--- config.mk ---
export PLATFORM = sky130hd
export DESIGN_NAME = tfc_device_flat
export DESIGN_NICKNAME = d
export VERILOG_FILES = /design/src/pkg/tfc_pkg.sv /design/src/pkg/tfc_if.sv /design/src/design/tfc_device.sv /design/src/flat_wrapper.sv
export SDC_FILE = /design/constraint.sdc
export NUM_CORES = 1
export LEC_CHECK = 0
export CAP_MARGIN = 5
export CORE_ASPECT_RATIO = 1.5
export CORE_UTILIZATION = 66
export DETAILED_ROUTE_END_ITERATION = 10
export DONT_BUFFER_PORTS = 1
export PLACE_DENSITY_LB_ADDON = 0.05
export SYNTH_ARGS = -nofsm -noshare
export SYNTH_HDL_FRONTEND = slang
export SYNTH_SLANG_ARGS = --single-unit
--- constraint.sdc ---
create_clock -name core_clk_i -period 6.65 [get_ports core_clk_i]
set_clock_uncertainty 0.1 [all_clocks]
set_input_delay 0.665 -clock core_clk_i [delete_from_list [all_inputs] [get_ports core_clk_i]]
set_output_delay 0.665 -clock core_clk_i [all_outputs]
set_load 0.02 [all_outputs]
--- src/pkg/tfc_pkg.sv ---
package tfc_pkg;
  // opcodes
  localparam logic [7:0] OP_FLUSH_EXT = 8'hEA;
  localparam logic [7:0] OP_FMT_TRACK = 8'h50;
  // device register field positions
  localparam int DEV_LBA_BIT = 6;
  localparam int DEV_HEAD_LSB = 0;
  // error register bit positions
  localparam int ERR_ABT_BIT = 2;
  localparam int ERR_IDN_BIT = 4;
  localparam int ERR_TZM_BIT = 1;
  localparam int ERR_AMM_BIT = 0;
  // status register bit positions
  localparam int STS_BSY_BIT = 7;
  localparam int STS_RDY_BIT = 6;
  localparam int STS_SSF_BIT = 4;
  localparam int STS_ERR_BIT = 0;
  // reset values
  localparam logic [7:0] STS_RESET = 8'h50;
  localparam logic [7:0] ERR_RESET = 8'h00;
  // geometry of the modelled media
  localparam int SECT_PER_TRACK = 16;
  localparam int SECT_IDX_W = 4;
  localparam logic [15:0] MAX_CYL = 16'h03FF;
  localparam logic [27:0] MAX_LBA = 28'h00FFFFF;
  localparam int CACHE_DEPTH = 8;
  localparam int CACHE_IDX_W = 3;
endpackage

--- src/pkg/tfc_if.sv ---
`timescale 1ns/1ps
interface tfc_if;
  logic cmd_valid;
  logic [7:0] cmd_op;
  logic [7:0] lba_low;
  logic [7:0] lba_mid;
  logic [7:0] lba_high;
  logic [7:0] dev_reg;
  logic [7:0] ret_low;
  logic [7:0] ret_mid;
  logic [7:0] ret_high;
  logic [7:0] ret_dev;
  logic [7:0] command_status_flags;
  logic [7:0] command_error_flags;
  logic done;
  modport device (
    input cmd_valid, cmd_op, lba_low, lba_mid, lba_high, dev_reg,
    output ret_low, ret_mid, ret_high, ret_dev, command_status_flags,
    command_error_flags, done
  );
  modport host (
    output cmd_valid, cmd_op, lba_low, lba_mid, lba_high, dev_reg,
    input ret_low, ret_mid, ret_high, ret_dev, command_status_flags,
    command_error_flags, done
  );
endinterface

--- src/design/tfc_device.sv ---
`timescale 1ns/1ps
// Contract
// [RULE_01] flush writes every pending cache block
// [RULE_02] flush good status only after media writes
// [RULE_03] format writes exactly the addressed track
// [RULE_04] every good sector written with zeros
// [RULE_05] no read-back verify after zero writes
// [RULE_06] old track contents are discarded
// [RULE_07] host puts LBA 0-7 in low byte
// [RULE_08] host puts cylinder in mid/high bytes
// [RULE_09] host puts LBA 8-23 in mid/high
// [RULE_10] host puts head in device head field
// [RULE_11] host puts LBA 24-27 in head field
// [RULE_12] device returns LBA 0-7 in low
// [RULE_13] device returns LBA 8-23 in mid/high
// [RULE_14] device returns LBA 24-27 in head field
// [RULE_15] failure sets err, abort/idnf, clears busy
module tfc_device (
  // clock, reset, enable
  input wire logic core_clk_i,
  input wire logic sys_rst_i,
  input wire logic clk_en_i,
  // command block carrier
  tfc_if.device bus,
  // write-cache side: a block enters the cache
  input wire logic cache_wr_i,
  input wire logic [27:0] cache_lba_i,
  output logic cache_full_o,
  // media side: one sector write per accepted request
  output logic media_wr_o,
  output logic [27:0] media_lba_o,
  output logic [7:0] media_data_o,
  input wire logic media_ack_i,
  input wire logic media_bad_i,
  input wire logic media_fault_i
);
  typedef enum logic [3:0] {
    ST_IDLE = 4'b0001,
    ST_FLUSH = 4'b0010,
    ST_FMT = 4'b0100,
    ST_DONE = 4'b1000
  } tfc_state_t;

  tfc_state_t st_q, st_d;
  logic [27:0] cache_q [tfc_pkg::CACHE_DEPTH];
  logic [tfc_pkg::CACHE_DEPTH-1:0] cvalid_q;
  logic [tfc_pkg::CACHE_IDX_W-1:0] cptr_q;
  logic [27:0] base_q;
  logic [tfc_pkg::SECT_IDX_W-1:0] sect_q;
  logic lba_mode_q;
  logic fail_q;
  logic idnf_q;
  logic [7:0] sts_q;
  logic [7:0] err_q;
  logic done_q;
  logic [27:0] cur_q;

  // decode the addressed track; lba mode selects by device bit 6
  wire lba_sel = bus.dev_reg[tfc_pkg::DEV_LBA_BIT];
  wire [27:0] lba_in = {bus.dev_reg[3:0], bus.lba_high, bus.lba_mid, bus.lba_low}; // RULE_07
  wire [15:0] cyl_in = {bus.lba_high, bus.lba_mid}; // RULE_08
  wire [3:0] head_in = bus.dev_reg[3:0]; // RULE_10
  wire [27:0] chs_base = {8'h00, cyl_in, head_in} * 28'(tfc_pkg::SECT_PER_TRACK);
  // track start: low lba bits cleared so only the one track is touched
  wire [27:0] lba_base = {lba_in[27:tfc_pkg::SECT_IDX_W], {tfc_pkg::SECT_IDX_W{1'b0}}}; // RULE_03
  wire addr_bad = lba_sel ? (lba_in > tfc_pkg::MAX_LBA) : (cyl_in > tfc_pkg::MAX_CYL);
  wire start = clk_en_i && st_q == ST_IDLE && bus.cmd_valid;
  wire is_flush = bus.cmd_op == tfc_pkg::OP_FLUSH_EXT;
  wire is_fmt = bus.cmd_op == tfc_pkg::OP_FMT_TRACK;
  wire any_pend = |cvalid_q;
  wire ptr_pend = cvalid_q[cptr_q];
  wire last_sect = sect_q == tfc_pkg::SECT_IDX_W'(tfc_pkg::SECT_PER_TRACK - 1);
  wire [27:0] fmt_lba = base_q + 28'(sect_q);
  wire cmd_known = is_flush || is_fmt;

  // a sector leaves the walk when written, or at once when the media marks it bad
  wire fmt_step = st_q == ST_FMT && (media_ack_i || media_bad_i);
  wire fmt_fault = st_q == ST_FMT && media_ack_i && media_fault_i;
  // a faulted write keeps its block pending, so a later flush retries it unless a new cache write first overwrites that slot
  wire flush_clr = st_q == ST_FLUSH && ptr_pend && media_ack_i && !media_fault_i;
  wire flush_skip = st_q == ST_FLUSH && !ptr_pend;
  // blocks are refused during a flush so the walk never chases new entries
  wire cache_take = cache_wr_i && !cache_full_o && st_q != ST_FLUSH;
  // any media fault while a command runs ends it with abort
  wire media_fail = media_ack_i && media_fault_i && st_q != ST_IDLE;

  // completion codes: ready and settled, plus error summary and its cause
  wire [7:0] sts_done = tfc_pkg::STS_RESET | {7'h00, fail_q};
  wire [7:0] err_done = {3'h0, idnf_q, 1'b0, fail_q && !idnf_q, 2'h0};

  // media request: flush pending blocks, or zero sectors of the track
  assign media_wr_o = (st_q == ST_FLUSH && ptr_pend) || (st_q == ST_FMT && !media_bad_i);
  assign media_lba_o = (st_q == ST_FLUSH) ? cache_q[cptr_q] : fmt_lba;
  assign media_data_o = 8'h00; // RULE_04
  assign cache_full_o = &cvalid_q;

  // next state; format ends after the last sector with no verify pass
  always_comb begin
    st_d = st_q;
    case (st_q)
      ST_IDLE: begin
        // unknown opcodes and bad format addresses go straight to completion
        if (start && cmd_known) begin
          st_d = (is_fmt && !addr_bad) ? ST_FMT : (is_flush ? ST_FLUSH : ST_DONE);
        end else if (start) begin
          st_d = ST_DONE;
        end
      end
      ST_FLUSH: begin
        if (!any_pend || (media_ack_i && media_fault_i)) begin
          st_d = ST_DONE; // RULE_02
        end
      end
      ST_FMT: begin
        if (fmt_fault || (fmt_step && last_sect)) begin
          st_d = ST_DONE; // RULE_05
        end
      end
      ST_DONE: st_d = ST_IDLE;
      default: st_d = ST_IDLE;
    endcase
  end

  // write cache: new blocks in, flushed blocks out
  always_ff @(posedge core_clk_i or posedge sys_rst_i) begin
    if (sys_rst_i) begin
      cvalid_q <= '0;
      cptr_q <= '0;
    end else if (clk_en_i) begin
      // retire the block under the pointer once its write lands
      for (int i = 0; i < tfc_pkg::CACHE_DEPTH; i++) begin
        if (flush_clr && cptr_q == tfc_pkg::CACHE_IDX_W'(i)) begin
          cvalid_q[i] <= 1'b0; // RULE_01
        end
      end
      if (cache_take) begin
        cvalid_q[cptr_q] <= 1'b1;
        cptr_q <= cptr_q + 1'b1;
      end else if (flush_skip || flush_clr) begin
        cptr_q <= cptr_q + 1'b1; // RULE_01
      end
    end
  end

  // cache address store, no reset needed on data
  always_ff @(posedge core_clk_i) begin
    if (clk_en_i && cache_take) begin
      cache_q[cptr_q] <= cache_lba_i;
    end
  end

  // command state, address capture and sector walk
  always_ff @(posedge core_clk_i or posedge sys_rst_i) begin
    if (sys_rst_i) begin
      st_q <= ST_IDLE;
      base_q <= '0;
      sect_q <= '0;
      lba_mode_q <= 1'b0;
      fail_q <= 1'b0;
      idnf_q <= 1'b0;
      cur_q <= '0;
    end else if (clk_en_i) begin
      st_q <= st_d;
      if (start) begin
        base_q <= lba_sel ? lba_base : chs_base; // RULE_03
        sect_q <= '0;
        lba_mode_q <= lba_sel;
        fail_q <= !cmd_known || (is_fmt && addr_bad);
        idnf_q <= is_fmt && addr_bad;
        cur_q <= lba_sel ? lba_in : chs_base;
      end else if (media_fail) begin
        fail_q <= 1'b1;
      end else if (fmt_step) begin
        // bad sectors are skipped, good ones overwritten so old data is gone
        if (media_ack_i) begin
          cur_q <= fmt_lba; // RULE_06
        end
        sect_q <= sect_q + 1'b1;
      end
    end
  end

  // status and error registers seen by the host
  always_ff @(posedge core_clk_i or posedge sys_rst_i) begin
    if (sys_rst_i) begin
      sts_q <= tfc_pkg::STS_RESET;
      err_q <= tfc_pkg::ERR_RESET;
      done_q <= 1'b0;
    end else if (clk_en_i) begin
      done_q <= st_q == ST_DONE;
      if (start) begin
        sts_q <= 8'h80;
        err_q <= 8'h00;
      end else if (st_q == ST_DONE) begin
        sts_q <= sts_done; // RULE_15
        err_q <= err_done; // RULE_15
      end
    end
  end

  // current address readback in lba mode
  assign bus.ret_low = lba_mode_q ? cur_q[7:0] : 8'h00; // RULE_12
  assign bus.ret_mid = lba_mode_q ? cur_q[15:8] : 8'h00; // RULE_13
  assign bus.ret_high = lba_mode_q ? cur_q[23:16] : 8'h00; // RULE_13
  assign bus.ret_dev = lba_mode_q ? {4'h4, cur_q[27:24]} : 8'h00; // RULE_14
  assign bus.command_status_flags = sts_q;
  assign bus.command_error_flags = err_q;
  assign bus.done = done_q;
endmodule

--- src/flat_wrapper.sv ---
// flat-port wrapper written by rule: the top's interface ports become plain ports
module tfc_device_flat 
  (core_clk_i, sys_rst_i, clk_en_i, cache_wr_i, cache_lba_i, cache_full_o, media_wr_o, media_lba_o, media_data_o, media_ack_i, media_bad_i, media_fault_i, bus_cmd_valid, bus_cmd_op, bus_lba_low, bus_lba_mid, bus_lba_high, bus_dev_reg, bus_ret_low, bus_ret_mid, bus_ret_high, bus_ret_dev, bus_command_status_flags, bus_command_error_flags, bus_done);
  tfc_if bus_i ();
  input wire logic core_clk_i;
  input wire logic sys_rst_i;
  input wire logic clk_en_i;
  input wire logic cache_wr_i;
  input wire logic [27:0] cache_lba_i;
  output logic cache_full_o;
  output logic media_wr_o;
  output logic [27:0] media_lba_o;
  output logic [7:0] media_data_o;
  input wire logic media_ack_i;
  input wire logic media_bad_i;
  input wire logic media_fault_i;
  input wire logic [$bits(bus_i.cmd_valid)-1:0] bus_cmd_valid;
  input wire logic [$bits(bus_i.cmd_op)-1:0] bus_cmd_op;
  input wire logic [$bits(bus_i.lba_low)-1:0] bus_lba_low;
  input wire logic [$bits(bus_i.lba_mid)-1:0] bus_lba_mid;
  input wire logic [$bits(bus_i.lba_high)-1:0] bus_lba_high;
  input wire logic [$bits(bus_i.dev_reg)-1:0] bus_dev_reg;
  output wire logic [$bits(bus_i.ret_low)-1:0] bus_ret_low;
  output wire logic [$bits(bus_i.ret_mid)-1:0] bus_ret_mid;
  output wire logic [$bits(bus_i.ret_high)-1:0] bus_ret_high;
  output wire logic [$bits(bus_i.ret_dev)-1:0] bus_ret_dev;
  output wire logic [$bits(bus_i.command_status_flags)-1:0] bus_command_status_flags;
  output wire logic [$bits(bus_i.command_error_flags)-1:0] bus_command_error_flags;
  output wire logic [$bits(bus_i.done)-1:0] bus_done;
  assign bus_i.cmd_valid = bus_cmd_valid;
  assign bus_i.cmd_op = bus_cmd_op;
  assign bus_i.lba_low = bus_lba_low;
  assign bus_i.lba_mid = bus_lba_mid;
  assign bus_i.lba_high = bus_lba_high;
  assign bus_i.dev_reg = bus_dev_reg;
  assign bus_ret_low = bus_i.ret_low;
  assign bus_ret_mid = bus_i.ret_mid;
  assign bus_ret_high = bus_i.ret_high;
  assign bus_ret_dev = bus_i.ret_dev;
  assign bus_command_status_flags = bus_i.command_status_flags;
  assign bus_command_error_flags = bus_i.command_error_flags;
  assign bus_done = bus_i.done;
  tfc_device u_core (.core_clk_i(core_clk_i), .sys_rst_i(sys_rst_i), .clk_en_i(clk_en_i), .bus(bus_i), .cache_wr_i(cache_wr_i), .cache_lba_i(cache_lba_i), .cache_full_o(cache_full_o), .media_wr_o(media_wr_o), .media_lba_o(media_lba_o), .media_data_o(media_data_o), .media_ack_i(media_ack_i), .media_bad_i(media_bad_i), .media_fault_i(media_fault_i));
endmodule
==> results of run 1 <==
==> cell usage after synthesis, drive strengths merged (6+ instances only) <==
cell type | number | share of area
mux4 | 57 | 0.10
mux2i | 39 | 0.031
and2 | 29 | 0.014
o21ai | 31 | 0.012
dfrtp | 78 | 0.15
mux2 | 25 | 0.022
a21oi | 34 | 0.013
edfxtp | 224 | 0.53
clkbuf | 23 | 0.0091
nor2 | 43 | 0.013
nor3 | 6 | 0.0024
buf | 45 | 0.025
ha | 7 | 0.0069
inv | 13 | 0.0038
nand2 | 89 | 0.026
and3 | 6 | 0.0029
==> registers in the layout, indices dropped and copies added (netlist names) <==
signal and cells:
u_core.base_q 24, u_core.bus.command_error_flags 2, u_core.bus.command_status_flags 3, u_core.bus.done 1
u_core.cache_q 224, u_core.cptr_q 3, u_core.cur_q 28, u_core.cvalid_q 8
u_core.fail_q 1, u_core.idnf_q 1, u_core.lba_mode_q 1, u_core.sect_q 4
u_core.st_q 4
==> critical path: stages, from the launching register on <==
cell,delay [ns]
dfrtp_4,0.65
buf_4,0.76
mux4_2,0.61
mux2i_1,0.39
a21oi_1,0.27
==> cells by family (layout without fill, tap and decap cells) <==
| group | count (synthesis) | in the layout | synth area share |
|---|---|---|---|
| other | 1 | 21 | 0.000295 |
| and+or+nand+nor | 200 | 200 | 0.0748 |
| xor gates and xnor gates | 5 | 5 | 0.00344 |
| DFF | 304 | 304 | 0.686 |
| AOI/OAI and AO/OA | 80 | 80 | 0.0364 |
| adders and majority gates | 7 | 7 | 0.00688 |
| muxes | 121 | 121 | 0.154 |
| buffers and inverters | 82 | 79 | 0.0386 |
==> layer usage <==
layer / wire, µm / GRT usage / up-vias
met5: 0 / 0 / -
met1: 10100 / 0.337 / 3443
li1: - / - / 2963
met4: 886 / 0.108 / 0
met3: 1900 / 0.0512 / 62
met2: 12600 / 0.433 / 277
==> layout make-up <==
| cell class | count | area (µm²) |
|---|---|---|
| clock inverters | 18 | 143 |
| well taps | 252 | 315 |
| clock buffers | 31 | 691 |
| multi-input cells | 434 | 3610 |
| fillers | 1146 | 5030 |
| inverters | 14 | 53.8 |
| flip-flops and latches | 304 | 8740 |
| repair buffers | 16 | 120 |
==> power breakdown <==
part,switching (mW),internal [mW]
Clock,0.658,0.821
Combinational,0.934,0.655
Sequential,0.249,2.36
==> final timing paths <==
path / depth (start not counted) / startpoint / endpoint
worst min register to register: 2 / u_core.cur_q[3]$_DFFE_PP0P_ / u_core.cur_q[3]$_DFFE_PP0P_
min in group asynchronous: 2 / sys_rst_i / u_core.cur_q[25]$_DFFE_PP0P_
max in group asynchronous: 2 / sys_rst_i / u_core.cptr_q[1]$_DFFE_PP0P_
worst max-delay path: 4 / u_core.cptr_q[1]$_DFFE_PP0P_ / media_lba_o[5]
worst min-delay path: 0 / cache_lba_i[8] / u_core.cache_q[0][8]$_DFFE_PP_
worst max register to register: 6 / u_core.st_q[0]$_DFFE_PP1P_ / u_core.cache_q[1][4]$_DFFE_PP_
==> stage by stage <==
stage                util  instance area, µm²
floorplan               -               12800
global placement    0.687               12800
detailed placement  0.687               12800
CTS                 0.731               13700
global route        0.731               13700
finish              0.731               13700
==> out/qor.csv, run 1 <==
metric;value;unit
dr.pass1.iters;5;
dp.cells;1020;
finalSetupViolations;0;
cap_violations;0;
ys.flop_type;edfxtp_1;
routedWlPerCell;23.8;µm
drive_gt1_frac;0.182;
cts_buffers;27;
regToRegSetupSlack;3.13;ns
worst_pin_slew;1.10;ns
ys_seq_area_frac;0.686;
critical_path_class;register to output port;
hpwl;16000;µm
die_h;172;µm
syn_avg_cell_area;15.9;µm²
grt_pass1_vias;6871;
fin_crit;4.01;ns
synth.distinct_cells;54;
initial_core_util;0.681;
arrival;3.24;ns
rows;61;
htreeDepth;1;
finalSetupTns;0;ns
ctsHoldBuffers;0;
slew_headroom;0.264;
vias;6745;
antenna_cells;0;
power.total;5.68;mW
post_cts_buffers;0;
stdcell_count;1069;
ctsResizeCount;0;
post-route-period-util;0.603;
clock_sinks;304;
nNetsFinal;880;
grt_start_max_net_pins;81;
yosys_warnings;0;
grt.total_usage;0.260;
drtAntennaViolNets;0;
clkSlewWorstSetupHoldPaths;0.06;ns
slew_viol_final;0;
leakagePower;5.02;nW
antenna_found_initial;0;
die_area;19900;µm²
grt_overflow;0;
fp.dieW;115;µm
path_max_fanout;47;
final_cell_mix;edfxtp_1, nand2_1, dfrtp_1;
p_per_area;415;nW/µm²
clockRootBuffer;clkbuf_16;
finalHoldViolations;0;
postSynthCellCount;800;
rsz0062_at_grt;false;
max_freq;0.249;GHz
status;finished clean;
layout_commonest_cell;edfxtp_1;
syn_area;12700;µm²
drt-total-wl;25400;µm
synth_seq_cells;304;
crit_required;5.88;ns
async_reset_ff_frac;0.263;
crit_path_end_kind;output port;
area_growth;7.42;%
place_ws;3.08;ns
cp-start-kind;register;
route.detailed.drc;0;
grt_pass1_wl;37800;µm
worst_ir_drop_vdd;0.000267;V
fin_ws;2.64;ns
cts_tree;built;
place.gp.congestion;0.814;
hold-worst-slack;0.121;ns
synth-edff-count;224;
hp-class;primary input to register;
via_per_inst;6.31;
clk_latency;0.53;ns
drtIter0Drc;604;
coreArea;18700;µm²
port-buffer-count;0;
num_io_pins;163;
cts.path.max_buffers;3;
Note: power is estimated with default switching activity, not from simulation.
==> run 2: changes to the inputs <==
Settings changed: ABC_AREA set to 1, CORE_UTILIZATION 66 to 57.
Clock period 6.65 ns to 3.45 ns, I/O delays scaled along.
==> out/qor.csv, run 2 <==
metric;value;unit;change
initial_core_util;0.584;;-0.0962
finalSetupTns;0;ns;unchanged
area_growth;13.2;%;
route.detailed.drc;0;;unchanged
clock_sinks;304;;unchanged
dr.pass1.iters;5;;unchanged
async_reset_ff_frac;0.263;;unchanged
die_h;188;µm;+9.2%
place_ws;0.826;ns;-2.25 ns
cp-start-kind;register;;
clkSlewWorstSetupHoldPaths;0.06;ns;about the same
grt.total_usage;0.260;;-0.000511
critical_path_class;register to output port;;
place.gp.congestion;0.827;;+1.7%
max_freq;0.316;GHz;
grt_pass1_vias;8447;;+23%
syn_avg_cell_area;10.8;µm²;-32%
yosysMostFrequentCell;nand2_1;;
clockRootBuffer;clkbuf_16;;
synth_seq_cells;304;;unchanged
path_buf_inv;1;;unchanged
status;finished clean;;
grt_overflow;0;;unchanged
cts_buffers;29;;+7.4%
cap_violations;0;;unchanged
synth.distinct_cells;35;;-35%
htreeDepth;1;;unchanged
ys_top_cells_by_count;nand2_1, edfxtp_1, nor2_1;;
grt_pass1_wl;46800;µm;+24%
p_per_area;727;nW/µm²;+75%
drtAntennaViolNets;0;;unchanged
yosys_warnings;0;;unchanged
n_fill_cell;1745;;+52%
top_regs;u_core.cache_q: 224 flops, u_core.cur_q: 28 flops, u_core.base_q: 24 flops;;
postSynthCellCount;1220;;+53%
leakagePower;6.00;nW;+20%
fin_crit;3.17;ns;
drt-total-wl;30300;µm;+19%
drtIter0Drc;533;;-12%
max_stage_delay;0.53;ns;-0.23 ns
fin_ws;0.281;ns;-2.36 ns
cpLargestDelayFamily;simple AND/OR/NAND/NOR gates;;
arrival;2.72;ns;-0.52 ns
crit_top_cell;nor2_1;;
finalHoldViolations;0;;unchanged
die_area;23700;µm²;+19%
yosysTopAreaCell;edfxtp_1;;
crit_chain;nand2_1 -> inv_2 -> o21ai_0 -> o221ai_1 -> nor2_1 -> nor2_1;;
via_per_inst;5.59;;-11%
coreArea;22500;µm²;+20%
grt_start_max_net_pins;121;;+49%
drive_gt1_frac;0.0945;;-0.0879
post_cts_buffers;0;;unchanged
finalSetupViolations;0;;unchanged
largest_reg_flops;224;;unchanged
slew_viol_final;0;;unchanged
path_max_fanout;28;;-40%
hp-class;primary input to register;;
yosys-top-cells-area;edfxtp_1, dfrtp_1, nand2_1, nor2_1, o21ai_0;;
hpwl;18200;µm;+14%
worst_pin_slew;1.07;ns;-0.0259 ns
rows;67;;+9.8%
vias;8827;;+31%
port-buffer-count;0;;unchanged
layout_commonest_cell;nand2_1;;
clk_latency;0.54;ns;about the same
nNetsFinal;1364;;+55%
largest-register;u_core.cache_q;;
power.total;10.8;mW;+91%
cts_tree;built;;
post-route-period-util;0.918;;
antenna_found_initial;0;;unchanged
synth_top_area_share;0.512;;-0.0162
rsz0062_at_grt;false;;
ys.flop_type;edfxtp_1;;
cts.path.max_buffers;3;;unchanged
crit_path_end_kind;output port;;
crit_required;3.00;ns;-2.88 ns
routedWlPerCell;19.2;µm;-19%
fp.dieW;126;µm;+9.1%
synth-edff-count;224;;unchanged
ys_seq_area_frac;0.665;;-0.0210
num_io_pins;163;;unchanged
final_cell_mix;nand2_1, edfxtp_1, nor2_1;;
slew_headroom;0.285;;+0.0213
cpMaxStageDelayCell;inv_2;;
syn_area;13100;µm²;+3.2%
antenna_cells;0;;unchanged
worst_ir_drop_vdd;0.000651;V;+140%
[run 2: cell count changes after synthesis, sizes merged, moves of 39 or more]
cell and delta:
nand2 +213, nor2 +134, o21ai +77, inv +65
mux4 -57, mux2i -39
[run 2: area by class of cell]
class,count,area [µm²],area share
clock buffers,41,837,0.0563
clock inverters,11,88.8,0.00597
well taps,276,345,0.0232
flip-flops and latches,304,8730,0.587
repair buffers,92,893,0.0601
multi-input cells,776,3680,0.247
inverters,78,295,0.0199
[run 2: power by group]
| group | internal (mW) | total [mW] | switching [mW] | leakage [nW] |
|---|---|---|---|---|
| clock network | 1.76 | 3.07 | 1.30 | 0.459 |
| logic | 0.868 | 2.86 | 1.99 | 2.52 |
| registers | 4.49 | 4.89 | 0.403 | 3.03 |
[run 2: final timing paths]
check	start	endpoint	slack (ns)	cells past startpoint
max	u_core.cptr_q[2]$_DFFE_PP0P_	media_lba_o[1]	0.28	6
min	bus_cmd_op[6]	u_core.st_q[1]$_DFFE_PP0P_	0.01	4
max reg2reg	u_core.st_q[0]$_DFFE_PP1P_	u_core.cache_q[0][7]$_DFFE_PP_	0.82	7
min reg2reg	u_core.cur_q[1]$_DFFE_PP0P_	u_core.cur_q[1]$_DFFE_PP0P_	0.37	2
max in group asynchronous	sys_rst_i	u_core.cur_q[16]$_DFFE_PP0P_	2.30	3
min in group asynchronous	sys_rst_i	u_core.st_q[1]$_DFFE_PP0P_	0.20	2
[run 2: metrics by stage]
step	instances	cell area (µm²)	utilization	hold slack, ns
finish	1578	14900	0.662	0.0111
global route	1578	14900	0.662	0.0290
CTS	1578	14900	0.662	0.000431
detailed placement	1465	13300	0.594	0.175
global placement	1465	13300	0.594	0.174
floorplan	1240	13200	-	0.342
[run 2: metal layers]
| metal | wire length [µm] | GRT usage | vias up |
|---|---|---|---|
| li1 | - | - | 4216 |
| met1 | 12500 | 0.335 | 4240 |
| met2 | 15100 | 0.450 | 309 |
| met3 | 1920 | 0.0371 | 62 |
| met4 | 845 | 0.0867 | 0 |
| met5 | 0 | 0 | - |
[run 2: cells by family after synthesis]
family	synth area share
buffers and inverters	0.0613
other	0.000286
and+or+nand+nor	0.171
DFF	0.665
AOI/OAI and AO/OA	0.0955
adders and majority gates	0.00667
[run 2: timing repair]
action,CTS,global route
hold buffers,61,0
gates resized for setup,0,0
hold endpoints to repair,296,0
endpoints found under the setup margin,0,0
[run 2: worst min-delay path: cells and delay by family]
kind	cells	cell delay [ns]
AND/OR/NAND/NOR	4	0.27
==> run 3: changes to the inputs <==
Settings changed: ABC_AREA 1 to 0.
==> out/qor.csv, run 3 (synthesis gave the netlist of run 1 again) <==
metric;value;unit;change
status;finished clean;;
critical_path_class;register to output port;;
crit_path_end_kind;output port;;
worst_ir_drop_vdd;0.000426;V;-35%
die_h;185;µm;-1.5%
grt_overflow;0;;unchanged
slew_headroom;0.260;;-0.0252
area_growth;13.7;%;
fin_area;14500;µm²;-2.7%
max_stage_delay;0.76;ns;+0.23 ns
vias;6989;;-21%
hold_start;media_fault_i;;
hp-class;primary input to register;;
hpwl;16400;µm;-10%
num_io_pins;163;;unchanged
final_cell_mix;edfxtp_1, nand2_1, dfrtp_1;;
grt.total_usage;0.236;;-0.0230
largest-register;u_core.cache_q;;
port-buffer-count;0;;unchanged
antenna_found_initial;0;;unchanged
drive_gt1_frac;0.178;;+0.0838
coreArea;21800;µm²;-3.0%
route.detailed.drc;0;;unchanged
grt_pass1_vias;7114;;-16%
clock_sinks;304;;unchanged
top_regs;u_core.cache_q: 224 flops, u_core.cur_q: 28 flops, u_core.base_q: 24 flops;;
place.gp.congestion;0.841;;+1.7%
rows;66;;-1.5%
r2r-end;u_core.st_q[1]$_DFFE_PP0P_;;
ff2ff_path_depth;6;;-1
grt_pass1_wl;39800;µm;-15%
grt_start_max_net_pins;66;;-45%
post-route-period-util;0.946;;+0.0273
drt-total-wl;26800;µm;-12%
worst_pin_slew;1.11;ns;+0.0378 ns
rsz0062_at_grt;false;;
finalSetupViolations;0;;unchanged
ctsResizeCount;0;;unchanged
via_per_inst;6.00;;+7.3%
leakagePower;5.38;nW;-10%
regToRegSetupSlack;0.79;ns;-0.03 ns
routedWlPerCell;23.0;µm;+20%
clk_latency;0.54;ns;about the same
drtIter0Drc;474;;-11%
cts_tree;built;;
p_per_area;782;nW/µm²;+7.5%
fin_crit;3.26;ns;+0.0941 ns
max_freq;0.306;GHz;-2.9%
arrival;2.82;ns;+0.10 ns
post_dp_cell_area;13000;µm²;-2.5%
finalSetupTns;0;ns;unchanged
post_cts_buffers;0;;unchanged
path_max_fanout;34;;+21%
initial_core_util;0.584;;-0.000634
cp-start-kind;register;;
finalHoldViolations;0;;unchanged
layout_commonest_cell;edfxtp_1;;
cpLargestDelayFamily;multiplexers;;
antenna_cells;0;;unchanged
fp.dieW;124;µm;-1.5%
crit_required;3.00;ns;about the same
clockRootBuffer;clkbuf_16;;
r2r-start;u_core.st_q[0]$_DFFE_PP1P_;;
drtAntennaViolNets;0;;unchanged
cap_violations;0;;unchanged
cpMaxStageDelayCell;dfrtp_4;;
whs_endpoint;u_core.cvalid_q[3]$_DFFE_PP0P_;;
crit_chain;buf_12 -> mux4_2 -> mux2i_1 -> a21oi_1;;
slew_viol_final;0;;unchanged
path_buf_inv;1;;unchanged
fin_ws;0.187;ns;-0.0941 ns
die_area;22900;µm²;-3.0%
clkSlewWorstSetupHoldPaths;0.06;ns;about the same
cts.path.max_buffers;3;;unchanged
hold_path_depth;3;;-1
cts_buffers;29;;unchanged
htreeDepth;1;;unchanged
dr.pass1.iters;5;;unchanged
largest_reg_flops;224;;unchanged
nNetsFinal;952;;-30%
hold-worst-slack;0.0280;ns;+0.0170 ns
place_ws;0.718;ns;-0.107 ns
## run 3: metal layers
metal | global-route usage | wire length [µm]
met1 | 0.294 | 10700
met2 | 0.413 | 13700
met3 | 0.0409 | 1560
met4 | 0.0852 | 847
met5 | 0 | 0
## run 3: area by class of cell
class	count	area, µm²
clock buffers	39	763
multi-input cells	434	3630
repair buffers	86	831
flip-flops and latches	304	8740
clock inverters	15	121
well taps	272	340
fillers	1552	7330
inverters	14	53.8
## run 3: per-stage QoR
stage               std cells  total power, mW   util
floorplan                 820             7.50      -
global placement         1051             8.26  0.596
detailed placement       1051             8.34  0.596
CTS                      1164             11.4  0.664
global route             1164             11.9  0.664
finish                   1164             11.3  0.664
## run 3: worst reg2reg max path: stages, from the launching register on
cell	delay, ns
dfstp_2	0.64
nor4b_1	0.45
and3_1	0.22
buf_4	0.30
nand4_1	0.23
dlygate4sd3_1	0.62
nand2_1	0.06
## run 3: worst max path at each step
stage                                 startpoint                              to  slack, ns  depth (start not counted)
global route        u_core.cptr_q[1]$_DFFE_PP0P_                  media_lba_o[5]       0.03                          4
floorplan             u_core.st_q[0]$_DFFE_PP1P_  u_core.cache_q[2][0]$_DFFE_PP_       0.53                          5
finish              u_core.cptr_q[1]$_DFFE_PP0P_                  media_lba_o[5]       0.19                          4
CTS                 u_core.cptr_q[1]$_DFFE_PP0P_                  media_lba_o[5]       0.13                          4
detailed placement  u_core.cptr_q[1]$_DFFE_PP0P_                  media_lba_o[5]       0.72                          4
global placement    u_core.cptr_q[1]$_DFFE_PP0P_                  media_lba_o[5]       0.73                          4
## run 3: power breakdown
| part | total [mW] | internal, mW | switching [mW] |
|---|---|---|---|
| clock | 2.99 | 1.70 | 1.29 |
| sequential | 5.05 | 4.55 | 0.500 |
| combinational | 3.28 | 1.40 | 1.88 |
| total | 11.3 | 7.64 | 3.68 |
## run 3: what timing repair did
action | 4_1_cts | 5_1_grt
endpoints found under the hold margin | 336 | 0
hold buffers | 59 | 0
setup endpoints to repair | 0 | 0
